===== src/serial_eeprom_defs.svh =====
// constants of the two-wire serial memory target
// assumes a 125 MHz system clock that samples the bus pins
`ifndef SERIAL_EEPROM_DEFS_SVH
`define SERIAL_EEPROM_DEFS_SVH

`define DEV_PREFIX 4'ha
`define MEM_BYTES 256
`define PAGE_BYTES 16
`define ERASED_BYTE 8'hff
`define ACK_BIT_CNT 4'h8
`define ACK_END_CNT 4'h9
`define LAST_DATA_CNT 4'h7
`define FIFO_DEPTH 8
`define PROG_TIME_US 5000
`define CLK_PERIOD_NS 8
`define PROG_CYCLES ((`PROG_TIME_US * 1000) / `CLK_PERIOD_NS)

`endif


===== src/serial_eeprom_pkg.sv =====
// types shared by the serial memory target
// assumes nothing of its surroundings
package serial_eeprom_pkg;

    typedef enum logic [2:0] {
        ST_IDLE  = 3'b000,
        ST_DEV   = 3'b001,
        ST_WADDR = 3'b010,
        ST_WDATA = 3'b011,
        ST_RDATA = 3'b100
    } bus_state_t;

endpackage


===== src/word_fifo.sv =====
// small synchronous fifo, flip-flop storage
// assumes both sides run on clk_sys
`timescale 1ns/1ps
`default_nettype none
module word_fifo #(
    parameter int WIDTH = 16,
    parameter int DEPTH = 8
) (
    // clock and reset
    input wire logic clk_sys,
    input wire logic resetn,
    // fill side
    input wire logic in_valid,
    output logic in_ready,
    input wire logic [WIDTH-1:0] in_data,
    // drain side
    output logic out_valid,
    input wire logic out_ready,
    output logic [WIDTH-1:0] out_data
);
    localparam int AW = $clog2(DEPTH);

    logic [WIDTH-1:0] mem_q [DEPTH];
    logic [AW-1:0] wr_ptr_q;
    logic [AW-1:0] rd_ptr_q;
    logic [AW:0] count_q;

    wire push = in_valid & in_ready;
    wire pop = out_valid & out_ready;

    assign in_ready = count_q != (AW+1)'(DEPTH);
    assign out_valid = count_q != '0;
    assign out_data = mem_q[rd_ptr_q];

    function automatic logic [AW-1:0] bump(input logic [AW-1:0] p);
        bump = (p == AW'(DEPTH - 1)) ? '0 : p + 1'b1;
    endfunction

    always_ff @(posedge clk_sys) begin
        if (push) begin
            mem_q[wr_ptr_q] <= in_data;
        end
    end

    always_ff @(posedge clk_sys or negedge resetn) begin
        if (!resetn) begin
            wr_ptr_q <= '0;
            rd_ptr_q <= '0;
            count_q <= '0;
        end else begin
            if (push) wr_ptr_q <= bump(wr_ptr_q);
            if (pop) rd_ptr_q <= bump(rd_ptr_q);
            if (push && !pop) count_q <= count_q + 1'b1;
            else if (pop && !push) count_q <= count_q - 1'b1;
        end
    end
endmodule
`default_nettype wire


===== src/eeprom_array.sv =====
// byte array with page latch and self-timed programming
// assumes writes of one page arrive before commit
`timescale 1ns/1ps
`default_nettype none
`include "serial_eeprom_defs.svh"
module eeprom_array #(
    parameter int PROG_CYCLES = `PROG_CYCLES
) (
    // clock and reset
    input wire logic clk_sys,
    input wire logic resetn,
    // page load stream, {address, data}
    input wire logic wr_valid,
    output logic wr_ready,
    input wire logic [7:0] wr_addr,
    input wire logic [7:0] wr_data,
    // programming control
    input wire logic commit,
    input wire logic discard,
    output logic busy,
    // read port
    input wire logic [7:0] rd_addr,
    output logic [7:0] rd_data
);
    localparam int TW = $clog2(PROG_CYCLES + 1);

    logic [7:0] mem_q [`MEM_BYTES];
    logic [7:0] page_q [`PAGE_BYTES];
    logic [`PAGE_BYTES-1:0] mask_q;
    logic [3:0] row_q;
    logic pend_q;
    logic busy_q;
    logic [TW-1:0] timer_q;

    // stalls the load while programming runs; a poll that lands in
    // programming discards nothing, the latched page must survive it
    assign wr_ready = !busy_q;
    assign busy = busy_q;
    assign rd_data = mem_q[rd_addr];

    wire take = wr_valid & wr_ready;
    // wait for the stream to drain so no byte is left behind
    wire start_prog = pend_q & !wr_valid & !busy_q;
    wire prog_done = busy_q & (timer_q == TW'(1));

    always_ff @(posedge clk_sys or negedge resetn) begin
        if (!resetn) begin
            pend_q <= 1'b0;
            busy_q <= 1'b0;
            timer_q <= '0;
        end else begin
            if (start_prog) pend_q <= 1'b0;
            else if (commit && mask_q != '0) pend_q <= 1'b1;
            else if (discard) pend_q <= 1'b0;
            if (start_prog) begin
                busy_q <= 1'b1;
                timer_q <= TW'(PROG_CYCLES);
            end else if (busy_q) begin
                timer_q <= timer_q - 1'b1;
                if (prog_done) busy_q <= 1'b0;
            end
        end
    end

    always_ff @(posedge clk_sys or negedge resetn) begin
        if (!resetn) begin
            mask_q <= '0;
            row_q <= '0;
        end else if (prog_done || (discard && !pend_q && !busy_q)) begin
            mask_q <= '0;
        end else if (take) begin
            row_q <= wr_addr[7:4];
            mask_q[wr_addr[3:0]] <= 1'b1;
        end
    end

    always_ff @(posedge clk_sys) begin
        if (take) begin
            page_q[wr_addr[3:0]] <= wr_data;
        end
    end

    always_ff @(posedge clk_sys or negedge resetn) begin
        if (!resetn) begin
            for (int i = 0; i < `MEM_BYTES; i++) begin
                mem_q[i] <= `ERASED_BYTE;
            end
        end else begin
            for (int i = 0; i < `PAGE_BYTES; i++) begin
                if (mask_q[i] && start_prog) begin
                    mem_q[{row_q, 4'(i)}] <= `ERASED_BYTE;
                end else if (mask_q[i] && prog_done) begin
                    mem_q[{row_q, 4'(i)}] <= page_q[i];
                end
            end
        end
    end
endmodule
`default_nettype wire


===== src/serial_eeprom_target.sv =====
// two-wire serial memory target, bus front end and top level
// assumes SCL and SDA arrive asynchronously and are oversampled
// by clk_sys; SDA is open drain, pulled high outside the chip
`timescale 1ns/1ps
`default_nettype none
`include "serial_eeprom_defs.svh"
module serial_eeprom_target
    import serial_eeprom_pkg::*;
#(
    parameter int PROG_CYCLES = `PROG_CYCLES,
    parameter int FIFO_DEPTH = `FIFO_DEPTH
) (
    // clock and reset
    input wire logic clk_sys,
    input wire logic resetn,
    // serial bus
    input wire logic scl_in,
    input wire logic sda_in,
    output logic sda_out,
    output logic sda_oe,
    // strap pins, pulled low when open
    input wire logic chip_select_bit_hi,
    input wire logic chip_select_bit_mid,
    input wire logic chip_select_bit_lo,
    input wire logic write_lock,
    // status
    output logic standby,
    output logic prog_busy
);
    // pin order in the synchroniser
    localparam int P_SCL = 5;
    localparam int P_SDA = 4;
    localparam int P_LOCK = 0;

    logic [5:0] meta_q;
    logic [5:0] sync_q;
    logic scl_prev_q;
    logic sda_prev_q;
    bus_state_t state_q;
    logic [3:0] bit_cnt_q;
    logic [7:0] shift_q;
    logic [7:0] tx_q;
    logic [7:0] addr_q;
    logic sda_oe_q;
    logic sda_out_q;
    logic push_q;
    logic [15:0] push_word_q;
    logic loaded_q;
    logic commit_q;
    logic discard_q;
    logic standby_q;
    logic busy_q;
    logic prog_wait_q;

    logic fifo_ready;
    logic fifo_valid;
    logic [15:0] fifo_word;
    logic mem_ready;
    logic mem_busy;
    logic [7:0] rd_data;

    // every pin passes two flops before any logic reads it
    always_ff @(posedge clk_sys or negedge resetn) begin
        if (!resetn) begin
            meta_q <= 6'h30;
            sync_q <= 6'h30;
        end else begin
            meta_q <= {scl_in, sda_in, chip_select_bit_hi,
                       chip_select_bit_mid, chip_select_bit_lo,
                       write_lock};
            sync_q <= meta_q;
        end
    end

    wire scl_s = sync_q[P_SCL];
    wire sda_s = sync_q[P_SDA];
    // open straps read low, so a high level is a real drive
    wire [2:0] cs_pins = sync_q[3:1];
    wire lock_s = sync_q[P_LOCK] == 1'b1;

    always_ff @(posedge clk_sys or negedge resetn) begin
        if (!resetn) begin
            scl_prev_q <= 1'b1;
            sda_prev_q <= 1'b1;
        end else begin
            scl_prev_q <= scl_s;
            sda_prev_q <= sda_s;
        end
    end

    // bus conditions need SCL high on both samples
    wire scl_high = scl_s & scl_prev_q;
    wire start_cond = scl_high & sda_prev_q & ~sda_s;
    wire stop_cond = scl_high & ~sda_prev_q & sda_s;
    wire scl_rise = scl_s & ~scl_prev_q;
    wire scl_fall = ~scl_s & scl_prev_q;

    wire active = state_q != ST_IDLE;
    wire data_bit = bit_cnt_q < `ACK_BIT_CNT;
    wire ack_phase = active & scl_fall & (bit_cnt_q == `ACK_BIT_CNT);
    wire ack_end = active & scl_fall & (bit_cnt_q == `ACK_END_CNT);
    wire host_ack_clk = scl_rise & (bit_cnt_q == `ACK_BIT_CNT);
    wire host_nack = host_ack_clk & (state_q == ST_RDATA) & sda_s;
    wire tx_bit = scl_fall & (state_q == ST_RDATA) & (bit_cnt_q != '0) &
                  (bit_cnt_q <= `LAST_DATA_CNT);

    // address byte: prefix, strap match, not busy programming
    wire prefix_ok = shift_q[7:4] == `DEV_PREFIX;
    wire strap_ok = shift_q[3:1] == cs_pins;
    wire dev_match = prefix_ok & strap_ok & ~mem_busy;
    wire rd_dir = shift_q[0];

    wire wr_room = fifo_ready & ~push_q;
    // reads never look at the lock
    wire commit_cond = stop_cond & (state_q == ST_WDATA) &
                       (loaded_q | push_q) & ~lock_s;

    function automatic bus_state_t after_byte(input bus_state_t s,
                                              input logic match,
                                              input logic rd);
        unique case (s)
            ST_DEV: after_byte = !match ? ST_IDLE :
                                 (rd ? ST_RDATA : ST_WADDR);
            ST_WADDR: after_byte = ST_WDATA;
            ST_WDATA: after_byte = ST_WDATA;
            ST_RDATA: after_byte = ST_RDATA;
            ST_IDLE: after_byte = ST_IDLE;
        endcase
    endfunction

    function automatic logic ack_for(input bus_state_t s,
                                     input logic match,
                                     input logic room);
        unique case (s)
            ST_DEV: ack_for = match;
            ST_WADDR: ack_for = 1'b1;
            ST_WDATA: ack_for = room;
            ST_RDATA: ack_for = 1'b0;
            ST_IDLE: ack_for = 1'b0;
        endcase
    endfunction

    // page write moves only the column, the row stays put
    function automatic logic [7:0] next_col(input logic [7:0] a);
        next_col = {a[7:4], a[3:0] + 4'h1};
    endfunction

    wire bus_state_t next_state = after_byte(state_q, dev_match, rd_dir);
    wire ack_drive = ack_for(state_q, dev_match, wr_room);

    // a start anywhere wins over any other decoding
    always_ff @(posedge clk_sys or negedge resetn) begin
        if (!resetn) begin
            state_q <= ST_IDLE;
        end else if (start_cond) begin
            state_q <= ST_DEV;
        end else if (stop_cond || host_nack) begin
            state_q <= ST_IDLE;
        end else if (ack_phase) begin
            state_q <= next_state;
        end
    end

    always_ff @(posedge clk_sys or negedge resetn) begin
        if (!resetn) begin
            bit_cnt_q <= '0;
        end else if (start_cond || !active || ack_end) begin
            bit_cnt_q <= '0;
        end else if (scl_rise && bit_cnt_q != `ACK_END_CNT) begin
            bit_cnt_q <= bit_cnt_q + 4'h1;
        end
    end

    always_ff @(posedge clk_sys or negedge resetn) begin
        if (!resetn) begin
            shift_q <= '0;
        end else if (start_cond) begin
            shift_q <= '0;
        end else if (active && scl_rise && data_bit) begin
            shift_q <= {shift_q[6:0], sda_s};
        end
    end

    // outgoing bits change only just after SCL falls
    always_ff @(posedge clk_sys or negedge resetn) begin
        if (!resetn) begin
            sda_oe_q <= 1'b0;
        end else if (start_cond || stop_cond || host_nack) begin
            sda_oe_q <= 1'b0;
        end else if (ack_phase) begin
            sda_oe_q <= ack_drive;
        end else if (ack_end) begin
            sda_oe_q <= (state_q == ST_RDATA) & ~rd_data[7];
        end else if (tx_bit) begin
            sda_oe_q <= ~tx_q[7];
        end
    end

    // the pad level is never driven high
    always_ff @(posedge clk_sys or negedge resetn) begin
        if (!resetn) begin
            sda_out_q <= 1'b0;
        end else begin
            sda_out_q <= 1'b0;
        end
    end

    always_ff @(posedge clk_sys or negedge resetn) begin
        if (!resetn) begin
            tx_q <= '0;
        end else if (ack_end && state_q == ST_RDATA) begin
            tx_q <= {rd_data[6:0], 1'b0};
        end else if (tx_bit) begin
            tx_q <= {tx_q[6:0], 1'b0};
        end
    end

    // one counter serves writes and reads; it survives between commands
    always_ff @(posedge clk_sys or negedge resetn) begin
        if (!resetn) begin
            addr_q <= '0;
        end else if (ack_phase && state_q == ST_WADDR) begin
            addr_q <= shift_q;
        end else if (ack_phase && state_q == ST_WDATA && wr_room) begin
            addr_q <= next_col(addr_q);
        end else if (ack_phase && state_q == ST_RDATA) begin
            addr_q <= addr_q + 8'h01;
        end
    end

    // a full stream withholds the acknowledge instead of losing data
    always_ff @(posedge clk_sys or negedge resetn) begin
        if (!resetn) begin
            push_q <= 1'b0;
            push_word_q <= '0;
        end else begin
            push_q <= ack_phase & (state_q == ST_WDATA) & wr_room;
            push_word_q <= {addr_q, shift_q};
        end
    end

    always_ff @(posedge clk_sys or negedge resetn) begin
        if (!resetn) begin
            loaded_q <= 1'b0;
        end else if (start_cond || stop_cond) begin
            loaded_q <= 1'b0;
        end else if (push_q) begin
            loaded_q <= 1'b1;
        end
    end

    // a stop after data programs; a start or a locked stop drops it
    always_ff @(posedge clk_sys or negedge resetn) begin
        if (!resetn) begin
            commit_q <= 1'b0;
            discard_q <= 1'b0;
        end else begin
            commit_q <= commit_cond;
            discard_q <= start_cond | (stop_cond & ~commit_cond);
        end
    end

    // the array needs two cycles from commit to busy; without this
    // standby would blink high in between and invite a new command
    always_ff @(posedge clk_sys or negedge resetn) begin
        if (!resetn) begin
            prog_wait_q <= 1'b0;
        end else if (commit_q) begin
            prog_wait_q <= 1'b1;
        end else if (mem_busy || discard_q) begin
            prog_wait_q <= 1'b0;
        end
    end

    always_ff @(posedge clk_sys or negedge resetn) begin
        if (!resetn) begin
            standby_q <= 1'b1;
            busy_q <= 1'b0;
        end else begin
            standby_q <= ~active & ~mem_busy & ~commit_q &
                         ~prog_wait_q;
            busy_q <= mem_busy;
        end
    end

    word_fifo #(
        .WIDTH(16),
        .DEPTH(FIFO_DEPTH)
    ) u_fifo (
        .clk_sys(clk_sys),
        .resetn(resetn),
        .in_valid(push_q),
        .in_ready(fifo_ready),
        .in_data(push_word_q),
        .out_valid(fifo_valid),
        .out_ready(mem_ready),
        .out_data(fifo_word)
    );

    eeprom_array #(
        .PROG_CYCLES(PROG_CYCLES)
    ) u_array (
        .clk_sys(clk_sys),
        .resetn(resetn),
        .wr_valid(fifo_valid),
        .wr_ready(mem_ready),
        .wr_addr(fifo_word[15:8]),
        .wr_data(fifo_word[7:0]),
        .commit(commit_q),
        .discard(discard_q),
        .busy(mem_busy),
        .rd_addr(addr_q),
        .rd_data(rd_data)
    );

    assign sda_out = sda_out_q;
    assign sda_oe = sda_oe_q;
    assign standby = standby_q;
    assign prog_busy = busy_q;
endmodule
`default_nettype wire


===== config.mk =====
export PLATFORM = sky130hd
export DESIGN_NAME = serial_eeprom_target
export DESIGN_NICKNAME = d
export VERILOG_FILES = /design/src/serial_eeprom_pkg.sv /design/src/word_fifo.sv /design/src/eeprom_array.sv /design/src/serial_eeprom_target.sv
export VERILOG_INCLUDE_DIRS = /design/src
export SDC_FILE = /design/constraint.sdc
export NUM_CORES = 2
export LEC_CHECK = 0
export BUFFER_PORTS_ARGS = -buffer_cell sky130_fd_sc_hd__buf_2
export CAP_MARGIN = 20
export CORE_MARGIN = 2
export CORE_UTILIZATION = 40
export CTS_CLUSTER_DIAMETER = 50
export DETAILED_ROUTE_END_ITERATION = 12
export SLEW_MARGIN = 20
export SYNTH_ARGS = -nofsm -noshare
export SYNTH_HDL_FRONTEND = slang
export SYNTH_SLANG_ARGS = --single-unit

===== constraint.sdc =====
create_clock -name clk_sys -period 4.1 [get_ports clk_sys]
set_clock_uncertainty 0.05 [all_clocks]
set_input_delay 0.615 -clock clk_sys [delete_from_list [all_inputs] [get_ports clk_sys]]
set_output_delay 0.615 -clock clk_sys [all_outputs]
set_load 0.02 [all_outputs]

==> results_dict.tcl <==
set metrics [dict create \
    status "finished, final reports clean" \
    slew_headroom_pct 12.7 \
    grt_pass1_vias 77276 \
    fin_ws_ps 244 \
    rsz0062_at_grt "no" \
    cp_common_cell "buf_4" \
    drt_iter0_markers 8732 \
    finalPower_mw 50.2 \
    cts_root_buf "clkbuf_16" \
    synthSimpleGateAreaFrac_pct 4.90 \
    fin_nets 7329 \
    routabilityCongestion 0.991 \
    async_flop_share_pct 89.4 \
    drv_slew 0 \
    hold_viol_final 0 \
    clockBufferDepth 4 \
    synthCells 7160 \
    whs_ps 306 \
    fmax_mhz 259 \
    grt_max_degree 123 \
    synth_top_flop_cell "dfstp_2" \
    ctsHoldBuffers 7 \
    max_stage_delay_ps 970 \
    yosys-top-cells-area "dfstp_2 51%, o22a_1 17%, mux4_2 11%" \
    p_leak_nw 42.5 \
    h-tree-depth 5 \
    end_kind "flop" \
    synth_fa_ha_area_share_pct 0.171 \
    crit_path_top_delay_cell "a221oi_1" \
    worstPathRequired_ps 4800 \
    layoutNonFillerInstCount 11056 \
    syn_nets 7182 \
    synth-seq-cells 2424 \
    finalSetupViolations 0 \
    drive_gt1_share_pct 50.0 \
    worstSetupPathType "reg2reg" \
    rows 189 \
    cts_resized 0 \
    worstPathMaxFanout 19 \
    crit_chain "or2_2 -> buf_4 -> o22ai_1 -> buf_4 -> a221oi_1 -> nor4_1 -> a211oi_1" \
    worstSetupStartpointType "flop" \
    chipWidth_um 521 \
    crit_arrival_ps 4560 \
    start_util_pct 40.2 \
    layout_min_cycle_time_ps 3860 \
    coreArea_sq_um 266000 \
    synth_compound_area_share_pct 19.2 \
    powerDensity_nw_per_um2 411 \
    die_area_sq_um 271000 \
    rr_startpoint "addr_q[6]$_DFFE_PN0P_" \
    cp_top_family "compound AO/OA/AOI/OAI gates" \
    routed_wl_mm 424 \
    hold_start "meta_q[3]$_DFF_PN0_" \
    syn-mean-instance-area_sq_um 14.9 \
    clk_pin_slew_ps 60 \
    yosys_warnings 0 \
    regArea_sq_um 64500 \
    tns_ps 0 \
    r2r_slack_ps 240 \
    ir_worst_vdd_mv 0.349 \
    path_buf_inv 2 \
    drtPass1Iterations 6 \
    hold_depth 0 \
    synth_cell_types 77 \
    synth_edf_count 256 \
    grt-ovfl-total 0 \
    seq_area_frac_synth_pct 60.4 \
    portBuffers 10 \
    dp.cells 10552 \
    synth_top_area_share_pct 50.5 \
    antenna_found_initial 20 \
    grt_usage_pct 30.9 \
    reg2regPathDepth 7 \
    post-route-period-util_pct 94.0 \
    die_h_um 521 \
    drv_cap 0 \
    synth_top_cell_by_area "dfstp_2" \
    clock-sinks 2424 \
    syn_area_sq_um 107000 \
    multi_input_area_sq_um 40000 \
    synth_top_family_by_area "compound AO/OA/AOI/OAI gates" \
    insertion_delay_ps 890 \
    hold_path_end "sync_q[3]$_DFF_PN0_" \
    layout_common_cells "2,055 x dfstp_2, 2,049 x o22a_1, 521 x mux4_2" \
    cts_made_buffers 277 \
    max_slew.worst_pin.slew_ps 1310 \
    fillers 23151 \
    drc 0 \
    hp-class "reg2reg" \
    layout_commonest_cell "dfstp_2" \
    pin_count 12 \
    grt_pass1_wl_mm 597 \
    cts_tree "built" \
    dp_slack_ps 459 \
    viasPerCell 6.81 \
    vias 75313 \
    area_growth_pct 14.2 \
    hpwl_mm 270 \
    synth.mux.area_fraction_pct 12.8 \
    post_cts_buffers 0 \
    ant_nets 0 \
    routedWlPerCell_um 38.4 \
    synthXorXnorAreaFrac_pct 0.139 \
    r2r-end "tx_q[2]$_DFFE_PN0P_" \
]
metal layers:
layer / global-route usage (%) / part of all wire [%] / wire length [um] / vias up
met5: 0 / 0.031 / 132 / -
met4: 20.8 / 8.1 / 34500 / 20
met3: 9.75 / 11 / 46700 / 1389
met2: 45.5 / 43 / 184000 / 4579
met1: 38.9 / 37 / 159000 / 40458
li1: - / - / - / 28867
worst register-to-register path: cells and delay by family (launching register included):
kind	cells	cell delay, ps
simple gates	2	980
buf+inv	2	550
flops	1	770
compound gates	3	1390
cell usage after synthesis, drive strengths merged, types with 5 or more instances:
| cell type | instances |
|---|---|
| xnor2 | 9 |
| edfxtp | 256 |
| nand3 | 51 |
| nor2b | 15 |
| or3 | 7 |
| dfstp | 2055 |
| a31oi | 21 |
| ha | 13 |
| nor4 | 29 |
| a221oi | 27 |
| nand3b | 6 |
| xor2 | 8 |
| a22oi | 5 |
| or2 | 7 |
| o221ai | 46 |
| inv | 24 |
| a211oi | 18 |
| o21ai | 82 |
| mux4 | 521 |
| nand2b | 13 |
| clkbuf | 259 |
| dfrtp | 113 |
| o22ai | 60 |
| nor3 | 27 |
| nor2 | 356 |
| or4 | 7 |
| a21o | 8 |
| o21a | 16 |
| and2 | 23 |
| buf | 307 |
| nand4 | 7 |
| mux2 | 57 |
| o31ai | 5 |
| nand2 | 403 |
| a22o | 6 |
| mux2i | 135 |
| o311ai | 6 |
| o22a | 2049 |
| a21oi | 45 |
| o211ai | 15 |
sequential cells by signal (all words and copies together) (netlist names), 4 cells and up:
register,flops
addr_q,8
shift_q,8
u_array.mask_q,16
meta_q,6
bit_cnt_q,4
push_word_q,16
u_fifo.mem_q,128
u_array.row_q,4
u_fifo.count_q,4
u_array.timer_q,20
tx_q,7
u_array.page_q,128
u_array.mem_q,2048
sync_q,6
cell type report:
| cell class | count | area share [%] |
|---|---|---|
| multi-input cells | 4146 | 32.8 |
| inverters | 24 | 0.0779 |
| clock inverters | 89 | 0.942 |
| well taps | 3533 | 3.62 |
| clock buffers | 399 | 6.50 |
| flip-flops and latches | 2424 | 52.8 |
| repair buffers | 434 | 3.24 |
| diodes | 7 | 0.0143 |
how the worst max path moves through the flow:
stage               cells after the start                              to                            from  slack (ps)
floorplan                               5  u_array.page_q[0][0]$_DFFE_PP_  u_fifo.rd_ptr_q[0]$_DFFE_PN0P_        1280
global placement                        9             tx_q[1]$_DFFE_PN0P_           addr_q[0]$_DFFE_PN0P_         250
detailed placement                      9             tx_q[5]$_DFFE_PN0P_           addr_q[0]$_DFFE_PN0P_         460
CTS                                     9             tx_q[5]$_DFFE_PN0P_           addr_q[0]$_DFFE_PN0P_         430
global route                            9             tx_q[5]$_DFFE_PN0P_           addr_q[0]$_DFFE_PN0P_         300
finish                                  7             tx_q[2]$_DFFE_PN0P_           addr_q[6]$_DFFE_PN0P_         240
report_power, final:
group	switching [mW]	total [mW]	internal [mW]
clock network	10.3	25.1	14.8
logic	0.480	0.578	0.0984
registers	0.0601	24.5	24.4
total	10.9	50.2	39.3
kinds of logic after synthesis:
logic type | count (synthesis)
DFF | 2424
buffers and inverters | 590
AOI/OAI and AO/OA | 2434
other | 1
and+or+nand+nor | 967
muxes | 713
adders and majority gates | 14
xor gates and xnor gates | 17
metrics by stage:
| stage | area (sq um) | utilization (%) |
|---|---|---|
| final | 122000 | 46.0 |
| after global routing | 122000 | 46.0 |
| after CTS | 122000 | 46.0 |
| after detailed placement | 113000 | 42.5 |
| after global placement | 113000 | 42.5 |
| after floorplan | 107000 | - |
No activity file was read; power rests on OpenSTA's default activity.
